## src/logic/lane_pkg.sv

```systemverilog
// Contract
// RULE_01 - status lines 1:0 give segment: 00 alt data, 01 stack, 10 code, 11 data
// RULE_02 - in address state drive high_byte_enable_n low when upper lanes carry a byte
// RULE_03 - high_byte_enable_n low in address state of first interrupt acknowledge
// RULE_04 - shared pin carries status_bit_seven in second, third and final states
// RULE_05 - high enable pin is active low and floats while bus is held
// RULE_06 - enable/address_bit_zero: 00 word, 01 upper odd, 10 lower even, 11 none
// RULE_07 - upper-lane eight-bit peripherals should qualify chip select with latched enable
// RULE_08 - in address state drive address_bit_zero low when lower lanes carry a byte
// RULE_09 - upper four address lines carry status in second, third, wait, final states
// RULE_10 - interrupt enable status bit is refreshed on every clock
// RULE_11 - status_bit_six is low in the status states of every cycle
package lane_pkg;
	// ------------------------------------------------------------
	// register map (byte offsets, one word each)
	// ------------------------------------------------------------
	localparam logic [3:0] OFF_CTRL       = 4'h0;
	localparam logic [3:0] OFF_ADDR       = 4'h4;
	localparam logic [3:0] OFF_CMD        = 4'h8;
	localparam logic [3:0] OFF_STAT       = 4'hc;
	localparam int         CTRL_IE_BIT    = 0;
	localparam int         CTRL_S7_BIT    = 1;
	localparam int         CMD_TYPE_LSB   = 0;
	localparam int         CMD_WORD_BIT   = 3;
	localparam int         CMD_SEG_LSB    = 4;
	localparam int         STAT_BUSY_BIT  = 0;
	localparam int         STAT_HOLD_BIT  = 1;
	localparam int         STAT_READY_BIT = 2;
	localparam int         STAT_STATE_LSB = 8;
	localparam int         ADDR_BITS      = 20;
	localparam int         SYNC_STAGES    = 3;
	localparam logic [1:0] SEG_CODE       = 2'h2;
	localparam logic [1:0] LANE_WORD      = 2'h0;
	localparam logic [1:0] LANE_UPPER     = 2'h1;
	localparam logic [1:0] LANE_LOWER     = 2'h2;

	// ------------------------------------------------------------
	// types
	// ------------------------------------------------------------
	typedef enum logic [2:0] {
		mem_read  = 3'h0,
		mem_write = 3'h1,
		io_read   = 3'h2,
		io_write  = 3'h3,
		inta_one  = 3'h4,
		inta_two  = 3'h5
	} cycle_t;

	typedef enum logic [5:0] {
		bus_idle         = 6'h01,
		address_state    = 6'h02,
		second_bus_state = 6'h04,
		third_bus_state  = 6'h08,
		wait_bus_state   = 6'h10,
		final_bus_state  = 6'h20
	} bus_state_t;
endpackage

```

## src/logic/byte_lane_bus_status.sv

```systemverilog
`timescale 1ns/100ps
module byte_lane_bus_status (
	input  wire logic        clk_i,
	input  wire logic        rst_i,
	input  wire logic        wb_cyc_i,
	input  wire logic        wb_stb_i,
	input  wire logic        wb_we_i,
	input  wire logic [3:0]  wb_adr_i,
	input  wire logic [3:0]  wb_sel_i,
	input  wire logic [31:0] wb_dat_i,
	output logic      [31:0] wb_dat_o,
	output logic             wb_ack_o,
	input  wire logic        ready_i,
	input  wire logic        hold_i,
	output logic             high_enable_status_pin_o,
	output logic             high_enable_status_oe_n_o,
	output logic             address_bit_zero_o,
	output logic             address_bit_zero_oe_n_o,
	output logic      [3:0]  addr_status_o,
	output logic             addr_status_oe_n_o
);
	// ------------------------------------------------------------
	// pin synchronisers: a change counts once stages two and three agree
	// ------------------------------------------------------------
	logic [1:0]                       pins_raw;
	logic [lane_pkg::SYNC_STAGES-1:0] sync_q [2];
	logic [1:0]                       pins_seen;
	logic                             ready_seen;
	logic                             hold_seen;

	assign pins_raw   = {hold_i, ready_i};
	assign ready_seen = pins_seen[0];
	assign hold_seen  = pins_seen[1];

	for (genvar p = 0; p < 2; p++) begin : g_sync
		always_ff @(posedge clk_i) begin
			if (rst_i) begin
				sync_q[p]    <= '0;
				pins_seen[p] <= 1'b0;
			end else begin
				sync_q[p] <= {sync_q[p][1:0], pins_raw[p]};
				if (sync_q[p][1] == sync_q[p][2])
					pins_seen[p] <= sync_q[p][2];
			end
		end
	end

	// ------------------------------------------------------------
	// wishbone slave
	// ------------------------------------------------------------
	logic                           ie_flag;
	logic                           s7_value;
	logic [lane_pkg::ADDR_BITS-1:0] addr_reg;
	lane_pkg::cycle_t               cmd_type;
	logic                           cmd_word;
	logic [1:0]                     cmd_seg;
	logic                           pending;
	lane_pkg::bus_state_t           state;
	lane_pkg::bus_state_t           next_state;
	logic                           busy;
	logic                           wr_go;
	logic [31:0]                    next_rdata;

	assign busy  = pending || (state != lane_pkg::bus_idle);
	// writes land on the edge where ack is seen high
	assign wr_go = wb_cyc_i && wb_stb_i && wb_we_i && wb_ack_o;

	always_ff @(posedge clk_i) begin
		if (rst_i)
			wb_ack_o <= 1'b0;
		else
			wb_ack_o <= wb_cyc_i && wb_stb_i && !wb_ack_o;
	end

	always_comb begin
		next_rdata = 32'h0000_0000;
		unique case (wb_adr_i)
			lane_pkg::OFF_CTRL: begin
				next_rdata[lane_pkg::CTRL_IE_BIT] = ie_flag;
				next_rdata[lane_pkg::CTRL_S7_BIT] = s7_value;
			end
			lane_pkg::OFF_ADDR: next_rdata[lane_pkg::ADDR_BITS-1:0] = addr_reg;
			lane_pkg::OFF_CMD: begin
				next_rdata[lane_pkg::CMD_TYPE_LSB +: 3] = cmd_type;
				next_rdata[lane_pkg::CMD_WORD_BIT]      = cmd_word;
				next_rdata[lane_pkg::CMD_SEG_LSB +: 2]  = cmd_seg;
			end
			lane_pkg::OFF_STAT: begin
				next_rdata[lane_pkg::STAT_BUSY_BIT]     = busy;
				next_rdata[lane_pkg::STAT_HOLD_BIT]     = hold_seen;
				next_rdata[lane_pkg::STAT_READY_BIT]    = ready_seen;
				next_rdata[lane_pkg::STAT_STATE_LSB +: 6] = state;
			end
			default: next_rdata = 32'h0000_0000;
		endcase
	end

	always_ff @(posedge clk_i) begin
		if (rst_i)
			wb_dat_o <= 32'h0000_0000;
		else if (wb_cyc_i && wb_stb_i && !wb_we_i && !wb_ack_o)
			wb_dat_o <= next_rdata;
	end

	always_ff @(posedge clk_i) begin
		if (rst_i) begin
			ie_flag  <= 1'b0;
			s7_value <= 1'b0;
		end else if (wr_go && wb_adr_i == lane_pkg::OFF_CTRL && wb_sel_i[0]) begin
			ie_flag  <= wb_dat_i[lane_pkg::CTRL_IE_BIT];
			s7_value <= wb_dat_i[lane_pkg::CTRL_S7_BIT];
		end
	end

	// address and command are frozen while a cycle is pending or running
	always_ff @(posedge clk_i) begin
		if (rst_i) begin
			addr_reg <= '0;
		end else if (wr_go && wb_adr_i == lane_pkg::OFF_ADDR && !busy) begin
			if (wb_sel_i[0])
				addr_reg[7:0] <= wb_dat_i[7:0];
			if (wb_sel_i[1])
				addr_reg[15:8] <= wb_dat_i[15:8];
			if (wb_sel_i[2])
				addr_reg[19:16] <= wb_dat_i[19:16];
		end
	end

	always_ff @(posedge clk_i) begin
		if (rst_i) begin
			cmd_type <= lane_pkg::mem_read;
			cmd_word <= 1'b0;
			cmd_seg  <= lane_pkg::SEG_CODE;
			pending  <= 1'b0;
		end else if (wr_go && wb_adr_i == lane_pkg::OFF_CMD && wb_sel_i[0] && !busy) begin
			cmd_type <= lane_pkg::cycle_t'(wb_dat_i[lane_pkg::CMD_TYPE_LSB +: 3]);
			cmd_word <= wb_dat_i[lane_pkg::CMD_WORD_BIT];
			cmd_seg  <= wb_dat_i[lane_pkg::CMD_SEG_LSB +: 2];
			pending  <= 1'b1;
		end else if (next_state == lane_pkg::address_state) begin
			pending <= 1'b0;
		end
	end

	// ------------------------------------------------------------
	// bus state sequencer
	// ------------------------------------------------------------
	logic       is_inta;
	logic       is_mem;
	logic [1:0] lane_code;
	logic       enable_t1;
	logic       status_next;

	assign is_inta = (cmd_type == lane_pkg::inta_one) || (cmd_type == lane_pkg::inta_two);
	assign is_mem  = (cmd_type == lane_pkg::mem_read) || (cmd_type == lane_pkg::mem_write);

	// a word at an odd address cannot use both lanes; only the upper lane moves
	always_comb begin
		if (addr_reg[0])
			lane_code = lane_pkg::LANE_UPPER; // [RULE_06]
		else if (cmd_word)
			lane_code = lane_pkg::LANE_WORD; // [RULE_02] [RULE_08]
		else
			lane_code = lane_pkg::LANE_LOWER; // [RULE_06]
	end

	assign enable_t1 = (cmd_type == lane_pkg::inta_one) ? 1'b0 : lane_code[1]; // [RULE_03]

	always_comb begin
		next_state = state;
		unique case (state)
			lane_pkg::bus_idle:
				if (pending && !hold_seen)
					next_state = lane_pkg::address_state;
			lane_pkg::address_state:   next_state = lane_pkg::second_bus_state;
			lane_pkg::second_bus_state: next_state = lane_pkg::third_bus_state;
			lane_pkg::third_bus_state:
				next_state = ready_seen ? lane_pkg::final_bus_state : lane_pkg::wait_bus_state;
			lane_pkg::wait_bus_state:
				if (ready_seen)
					next_state = lane_pkg::final_bus_state;
			lane_pkg::final_bus_state: next_state = lane_pkg::bus_idle;
		endcase
	end

	always_ff @(posedge clk_i) begin
		if (rst_i)
			state <= lane_pkg::bus_idle;
		else
			state <= next_state;
	end

	assign status_next = !(next_state == lane_pkg::bus_idle || next_state == lane_pkg::address_state);

	// ------------------------------------------------------------
	// pin outputs, registered so they line up with the state they belong to
	// ------------------------------------------------------------
	always_ff @(posedge clk_i) begin
		if (rst_i) begin
			high_enable_status_pin_o  <= 1'b1;
			high_enable_status_oe_n_o <= 1'b1;
			address_bit_zero_o        <= 1'b0;
			address_bit_zero_oe_n_o   <= 1'b1;
			addr_status_o             <= 4'h0;
			addr_status_oe_n_o        <= 1'b1;
		end else if (next_state == lane_pkg::address_state) begin
			high_enable_status_pin_o  <= enable_t1; // [RULE_02] [RULE_03] [RULE_06]
			high_enable_status_oe_n_o <= 1'b0;
			address_bit_zero_o        <= addr_reg[0]; // [RULE_08]
			// the low lanes float for interrupt acknowledge
			address_bit_zero_oe_n_o   <= is_inta;
			addr_status_o             <= is_mem ? addr_reg[19:16] : 4'h0;
			addr_status_oe_n_o        <= 1'b0;
		end else if (status_next) begin
			high_enable_status_pin_o  <= s7_value; // [RULE_04]
			high_enable_status_oe_n_o <= 1'b0;
			address_bit_zero_oe_n_o   <= 1'b1;
			// ie_flag sampled every clock in the status states
			addr_status_o             <= {1'b0, ie_flag, is_inta ? lane_pkg::SEG_CODE : cmd_seg}; // [RULE_01] [RULE_09] [RULE_10] [RULE_11]
			addr_status_oe_n_o        <= 1'b0;
		end else begin
			high_enable_status_pin_o  <= 1'b1;
			high_enable_status_oe_n_o <= hold_seen; // [RULE_05]
			address_bit_zero_oe_n_o   <= 1'b1;
			addr_status_o             <= 4'h0;
			addr_status_oe_n_o        <= hold_seen; // [RULE_05]
		end
	end

	// ------------------------------------------------------------
	// assertions
	// ------------------------------------------------------------
	logic in_status;
	assign in_status = !(state == lane_pkg::bus_idle || state == lane_pkg::address_state);
endmodule

```

## config.mk

```make
export PLATFORM = sky130hd
export DESIGN_NAME = byte_lane_bus_status
export DESIGN_NICKNAME = d
export VERILOG_FILES = /design/src/logic/lane_pkg.sv /design/src/logic/byte_lane_bus_status.sv
export SDC_FILE = /design/constraint.sdc
export NUM_CORES = 1
export LEC_CHECK = 0
export ABC_AREA = 1
export BUFFER_PORTS_ARGS = -buffer_cell sky130_fd_sc_hd__buf_2
export CORE_MARGIN = 3
export CORE_UTILIZATION = 35
export CTS_CLUSTER_SIZE = 28
export DETAILED_ROUTE_END_ITERATION = 8
export PLACE_DENSITY = 0.71
export REMOVE_ABC_BUFFERS = 1
export SLEW_MARGIN = 5
export SYNTH_ARGS = -nofsm -noshare
export SYNTH_HDL_FRONTEND = slang
export SYNTH_SLANG_ARGS = --single-unit
```

## constraint.sdc

```tcl
create_clock -name clk_i -period 1.5 [get_ports clk_i]
set_input_delay 0 -clock clk_i [delete_from_list [all_inputs] [get_ports clk_i]]
set_output_delay 0 -clock clk_i [all_outputs]
set_load 0.05 [all_outputs]
```

After elaboration in Yosys (flattened, before gate mapping)
Memories as Yosys holds them, arrays and structs flattened.
Index checks and enable logic that the tools add are counted.
{ "totals": {"register_bits": 66, "ram_bits": 6, "output_inout_bits": 42, "memories": 1} }
{ "mem_list": {"columns": ["memory", "words", "width", "rd", "rd_clocked_by_memory_dff", "write_ports", "line_no", "source"], "rows": [
  ["sync_q", 2, 3, 2, 0, 2, "byte_lane_bus_status.sv:26", "logic [lane_pkg::SYNC_STAGES-1:0] sync_q [2];"]
]} }
{ "classes": {"eq_ne": 17, "muxes": 28, "n_bitwise": 3, "n_reduce_logical": 29} }
{ "op_table": {"columns": ["cell", "count"], "rows": [
  ["case mux 6 bit (6 select lines)", 1],
  ["2-to-1 mux 6 bit", 4],
  ["logical AND 1 bit", 14],
  ["equality test 6 x 1 -> 1 bit (second input constant)", 2],
  ["equality test 6 x 2 -> 1 bit (second input constant)", 2],
  ["case mux 6 bit (2 select lines)", 1],
  ["2-to-1 mux 1 bit", 10],
  ["2-to-1 mux 3 bit", 3],
  ["equality test 4 bit (second input constant)", 2],
  ["2-to-1 mux 2 bit", 4],
  ["2-to-1 mux 4 bit", 2],
  ["case mux 2 bit (4 select lines)", 1],
  ["equality test 3 bit (second input constant)", 2],
  ["equality test 6 x 3 -> 1 bit (second input constant)", 1],
  ["equality test 6 x 4 -> 1 bit (second input constant)", 1],
  ["equality test 6 x 5 -> 1 bit (second input constant)", 1],
  ["equality test 6 bit (second input constant)", 1],
  ["inequality test 6 x 1 -> 1 bit (second input constant)", 1],
  ["case mux 3 bit (2 select lines)", 1],
  ["AND reduction 2 bit", 3],
  ["equality test 4 x 3 -> 1 bit (second input constant)", 1],
  ["logical NOT 1 bit", 4],
  ["logical NOT 4 bit", 1],
  ["logical OR 1 bit", 4],
  ["8 further kinds", 10]
]} }

Depth between registers and ports, before layout
{ "logic_depth": {"depth_word": 8, "depth_mapped": 13} }

Least setup slack after synthesis
OpenSTA, ideal clock, no wires.
{ "synth_path": {"path_kind": "reg-to-reg", "startpoint": "register wb_ack_o", "endpoint": "register cmd_type[2]", "setup_ns": 0.135, "arrival_time_ns": 1.622, "setup_slack_ns": -0.256, "path_stages_with_launch": 8, "period_less_slack_ns": 1.756, "cell_sequence": "dfxtp_1 -> nand4_1 -> nor2_1 -> inv_1 -> nor3_4 -> inv_1 -> nor2_1 -> a211oi_1"} }
{ "synth_between": {"elab_chain_len": 4} }
{ "synth_lines": {"columns": ["element", "line_no", "source"], "rows": [
  ["start: declaration", "byte_lane_bus_status.sv:12", "output logic wb_ack_o,"],
  ["start signal: assignment", "byte_lane_bus_status.sv:72", "wb_ack_o <= wb_cyc_i && wb_stb_i && !wb_ack_o;"],
  ["logical AND 1 bit", "byte_lane_bus_status.sv:66", "assign wr_go = wb_cyc_i && wb_stb_i && wb_we_i && wb_ack_o;"],
  ["logical AND 1 bit (3 in a row)", "byte_lane_bus_status.sv:135", "end else if (wr_go && wb_adr_i == lane_pkg::OFF_CMD && wb_sel_i[0] && !busy) begin"],
  ["end signal: assignment", "byte_lane_bus_status.sv:131", "cmd_type <= lane_pkg::mem_read;"],
  ["end signal: assignment", "byte_lane_bus_status.sv:136", "cmd_type <= lane_pkg::cycle_t'(wb_dat_i[lane_pkg::CMD_TYPE_LSB +: 3]);"],
  ["end: declaration", "byte_lane_bus_status.sv:54", "lane_pkg::cycle_t cmd_type;"]
]} }
Every way passes these cells.
A chain may end at the register's enable or synchronous reset.

Worst setup path in the final report
{ "layout_path": {"startpoint": "register state[0]", "endpoint": "register addr_status_o[2]"} }
{ "layout_between": {"elab_chain_len": 6} }
{ "layout_lines": {"columns": ["element", "line_no", "source"], "rows": [
  ["start: declaration", "byte_lane_bus_status.sv:58", "lane_pkg::bus_state_t state;"],
  ["start signal: assignment", "byte_lane_bus_status.sv:188", "state <= lane_pkg::bus_idle;"],
  ["start signal: assignment", "byte_lane_bus_status.sv:190", "state <= next_state;"],
  ["equality test 6 bit (tied with other cells)", "byte_lane_bus_status.sv:171", "unique case (state)"],
  ["case mux 6 bit (6 select lines) *", "byte_lane_bus_status.sv:171", null],
  ["equality test 6 x 1 -> 1 bit / equality test 6 x 2 -> 1 bit (equally long branches)", "byte_lane_bus_status.sv:193, byte_lane_bus_status.sv:206", null],
  ["logical OR 1 bit", "byte_lane_bus_status.sv:193", "assign status_next = !(next_state == lane_pkg::bus_idle || next_state == lane_pkg::address_state);"],
  ["2-to-1 mux 3 bit", "byte_lane_bus_status.sv:214", "end else if (status_next) begin"],
  ["2-to-1 mux 4 bit *", "byte_lane_bus_status.sv:206", "end else if (next_state == lane_pkg::address_state) begin"],
  ["end signal: assignment", "byte_lane_bus_status.sv:212", "addr_status_o <= is_mem ? addr_reg[19:16] : 4'h0;"],
  ["end signal: assignment", "byte_lane_bus_status.sv:219", "addr_status_o <= {1'b0, ie_flag, is_inta ? lane_pkg::SEG_CODE : cmd_seg};"],
  ["end: declaration", "byte_lane_bus_status.sv:19", "output logic [3:0] addr_status_o,"]
]} }
Every way passes the cells marked *; elsewhere a longest branch is shown, timed or not.

==> results_dict.tcl <==
set metrics [dict create \
    cts_sinks 72 \
    setup_tns_ns -0.9679 \
    yosys.area_share.simple 0.2573 \
    cts_buffers 9 \
    ys.flop_type "dfxtp_1" \
    timing.final.crit_share 1.070 \
    power_mw 3.896 \
    drt-pass1-iter-count 4 \
    detailedPlace.worstSlack_ns -0.1979 \
    cts_tree "done" \
    finalHoldViolCount 0 \
    synth-compound-area-share 0.1575 \
    start_util 0.3688 \
    synth-seq-cells 72 \
    synthMuxAreaShare 0 \
    cap_violations 0 \
    post-route-util 0.5199 \
    root_buffer "clkbuf_8" \
    synthMostInstantiatedCell "dfxtp_1" \
    end_kind "flop" \
    die_area_um2 10040 \
    post_drt_wl_per_cell_um 12.69 \
    finClkSkew_ns 0.008605 \
    clkLatencyLatePin_ns 0.34 \
    setup_slack_ns -0.1050 \
    timing.final.max_slew_violations 0 \
    hold_path_class "input pin to flop" \
    area_growth_syn_to_layout_pct 40.96 \
    synth_adder_area_share 0 \
    synth_edf_count 0 \
    vias 2958 \
    yosys.area.top_type_share 0.4640 \
    grt_pass1_vias 2941 \
    ant_nets 0 \
    synthCells 400 \
    via_per_inst 4.688 \
    ys_types 33 \
    drive_gt1_frac 0.3422 \
    power_leakage_nw 1.862 \
    worst_pin_slew_ns 0.6613 \
    synth_commonest_cells "dfxtp_1 (72), nand2_1 (59), nor2_1 (59)" \
    globalplace.congestion 0.8727 \
    cts.clk_slew.worst_paths_ns 0.08 \
    max_freq_ghz 0.6230 \
    yosysSeqAreaShare 0.4640 \
    synth_area_leader_cell "dfxtp_1" \
    avgSynthCellArea_um2 7.767 \
    rows 33 \
    synth_top_family_by_area "simple AND/OR/NAND/NOR gates" \
    path_max_fanout 8 \
    wl_um 8009 \
    grt_pass1_wl_um 13410 \
    startpoint_type "flop" \
    grt_max_degree 52 \
    worstPathRequired_ns 1.70 \
    io_buffers 63 \
    synthTopCellsByArea "dfxtp_1 (46%), nand2_1 (7.1%), nor2_1 (7.1%)" \
    dpl.cell_count 587 \
    dpl.hpwl_um 5736 \
    antenna_found_initial 0 \
    fin_nets 568 \
    die_w_um 100.2 \
    r2r_slack_ns -0.11 \
    fill_cells 808 \
    status "complete, but fails checks" \
    overflow 0 \
    synth_xor_area_frac 0 \
    rsz0062_at_grt "true" \
    drcViolationCount 0 \
    cts_buffer_depth 2 \
    grt_usage 0.1654 \
    layoutNonFillerInstCount 631 \
    synth_area_um2 3107 \
    cts.htree.levels 3 \
    powerDensity_nw_per_um2 889.7 \
    yosys_warnings 0 \
    violations "negative setup slack" \
    relSlewSlack 0.5587 \
    ir_worst_vdd_v 0.0005935 \
    initialDrtViolationCount 126 \
    setup_viol 21 \
    io_pins 89 \
    fin_crit_ns 1.605 \
    die_h_um 100.2 \
    core-area_um2 8423 \
    diodes 0 \
    worstSetupPathType "flop to flop" \
    async_reset_ff_frac 0 \
    cp.arrival_ns 1.80 \
]
per-layer routing:
layer	share of wire	GRT usage
met4	0.013	0.04145
met1	0.44	0.2040
met2	0.47	0.2854
met5	0	0
met3	0.069	0.04517
report_power, final:
group	switching [mW]	total, mW	internal, mW
Sequential	0.00389	1.91	1.91
Clock	0.724	1.70	0.980
Combinational	0.180	0.280	0.0996
cell families after synthesis:
group / count (synthesis)
and+or+nand+nor: 164
buffers and inverters: 84
AOI/OAI and AO/OA: 79
DFF: 72
other: 1
final cells by class:
class                      count  area (um^2)  share of cell area
multi-input combinational    255         1469              0.3354
sequential                    72         1465              0.3346
timing repair buffer         125        872.1              0.1991
inverter                      58        220.2             0.05029
clock buffer                  11        141.4             0.03229
tap                          105        131.4             0.03000
clock inverter                 5        80.08             0.01829
metrics by stage:
stage,hold WS (ns),instance area (um^2)
after global placement,0.2057,3707
after detailed placement,0.2098,3707
after global routing,0.07896,4379
after floorplan,0.06907,2993
after CTS,0.04741,4227
final,0.06864,4379
placed cells by master, fill, tap and decap left out, types with 2 or more instances in the layout:
master / n
a211oi_1: 9
a211oi_2: 7
a21oi_1: 23
a22oi_1: 7
a31oi_1: 8
buf_2: 63
buf_4: 32
buf_6: 5
bufinv_16: 2
clkbuf_8: 10
clkinvlp_4: 2
conb_1: 12
dfxtp_1: 65
dfxtp_4: 6
dlygate4sd3_1: 24
inv_1: 53
inv_2: 4
nand2_1: 54
nand2_2: 7
nand2_4: 3
nand3_1: 13
nand3_2: 8
nand4_1: 3
nor2_1: 50
nor2_2: 9
nor2_4: 8
nor3_2: 3
nor3_4: 2
o2111ai_1: 2
o211ai_1: 2
o21ai_0: 14
o21ai_1: 2
o21ai_2: 2
repair_timing:
action                                  4_1_cts  5_1_grt
cloned                                        0        0
endpoints found under the setup margin       31       52
hold buffers                                 24        0
resized for setup                            21       38
pin swaps                                     3       11
hold endpoints to repair                     30        0
buffers inserted                              0        4
worst paths after layout:
kind | from | to | cells past startpoint
worst min-delay path | wb_sel_i[2] | addr_reg[16] | 4
worst max register to register | state[0] | addr_status_o[2] | 10
worst min register to register | sync_q[1][0] | sync_q[1][1] | 2
worst max-delay path | state[0] | addr_status_o[2] | 10
worst max-delay path, cell delays in order, from the launching register on:
cell	delay, ns
dfxtp_4	0.36
nor2_4	0.18
nand2_2	0.10
nor2_4	0.13
nor2_4	0.07
nand3_2	0.09
nand2_4	0.07
nor2_8	0.19
nand3_4	0.13
nand2_1	0.08
a21oi_1	0.06
Power figures use the tool's default switching activity.
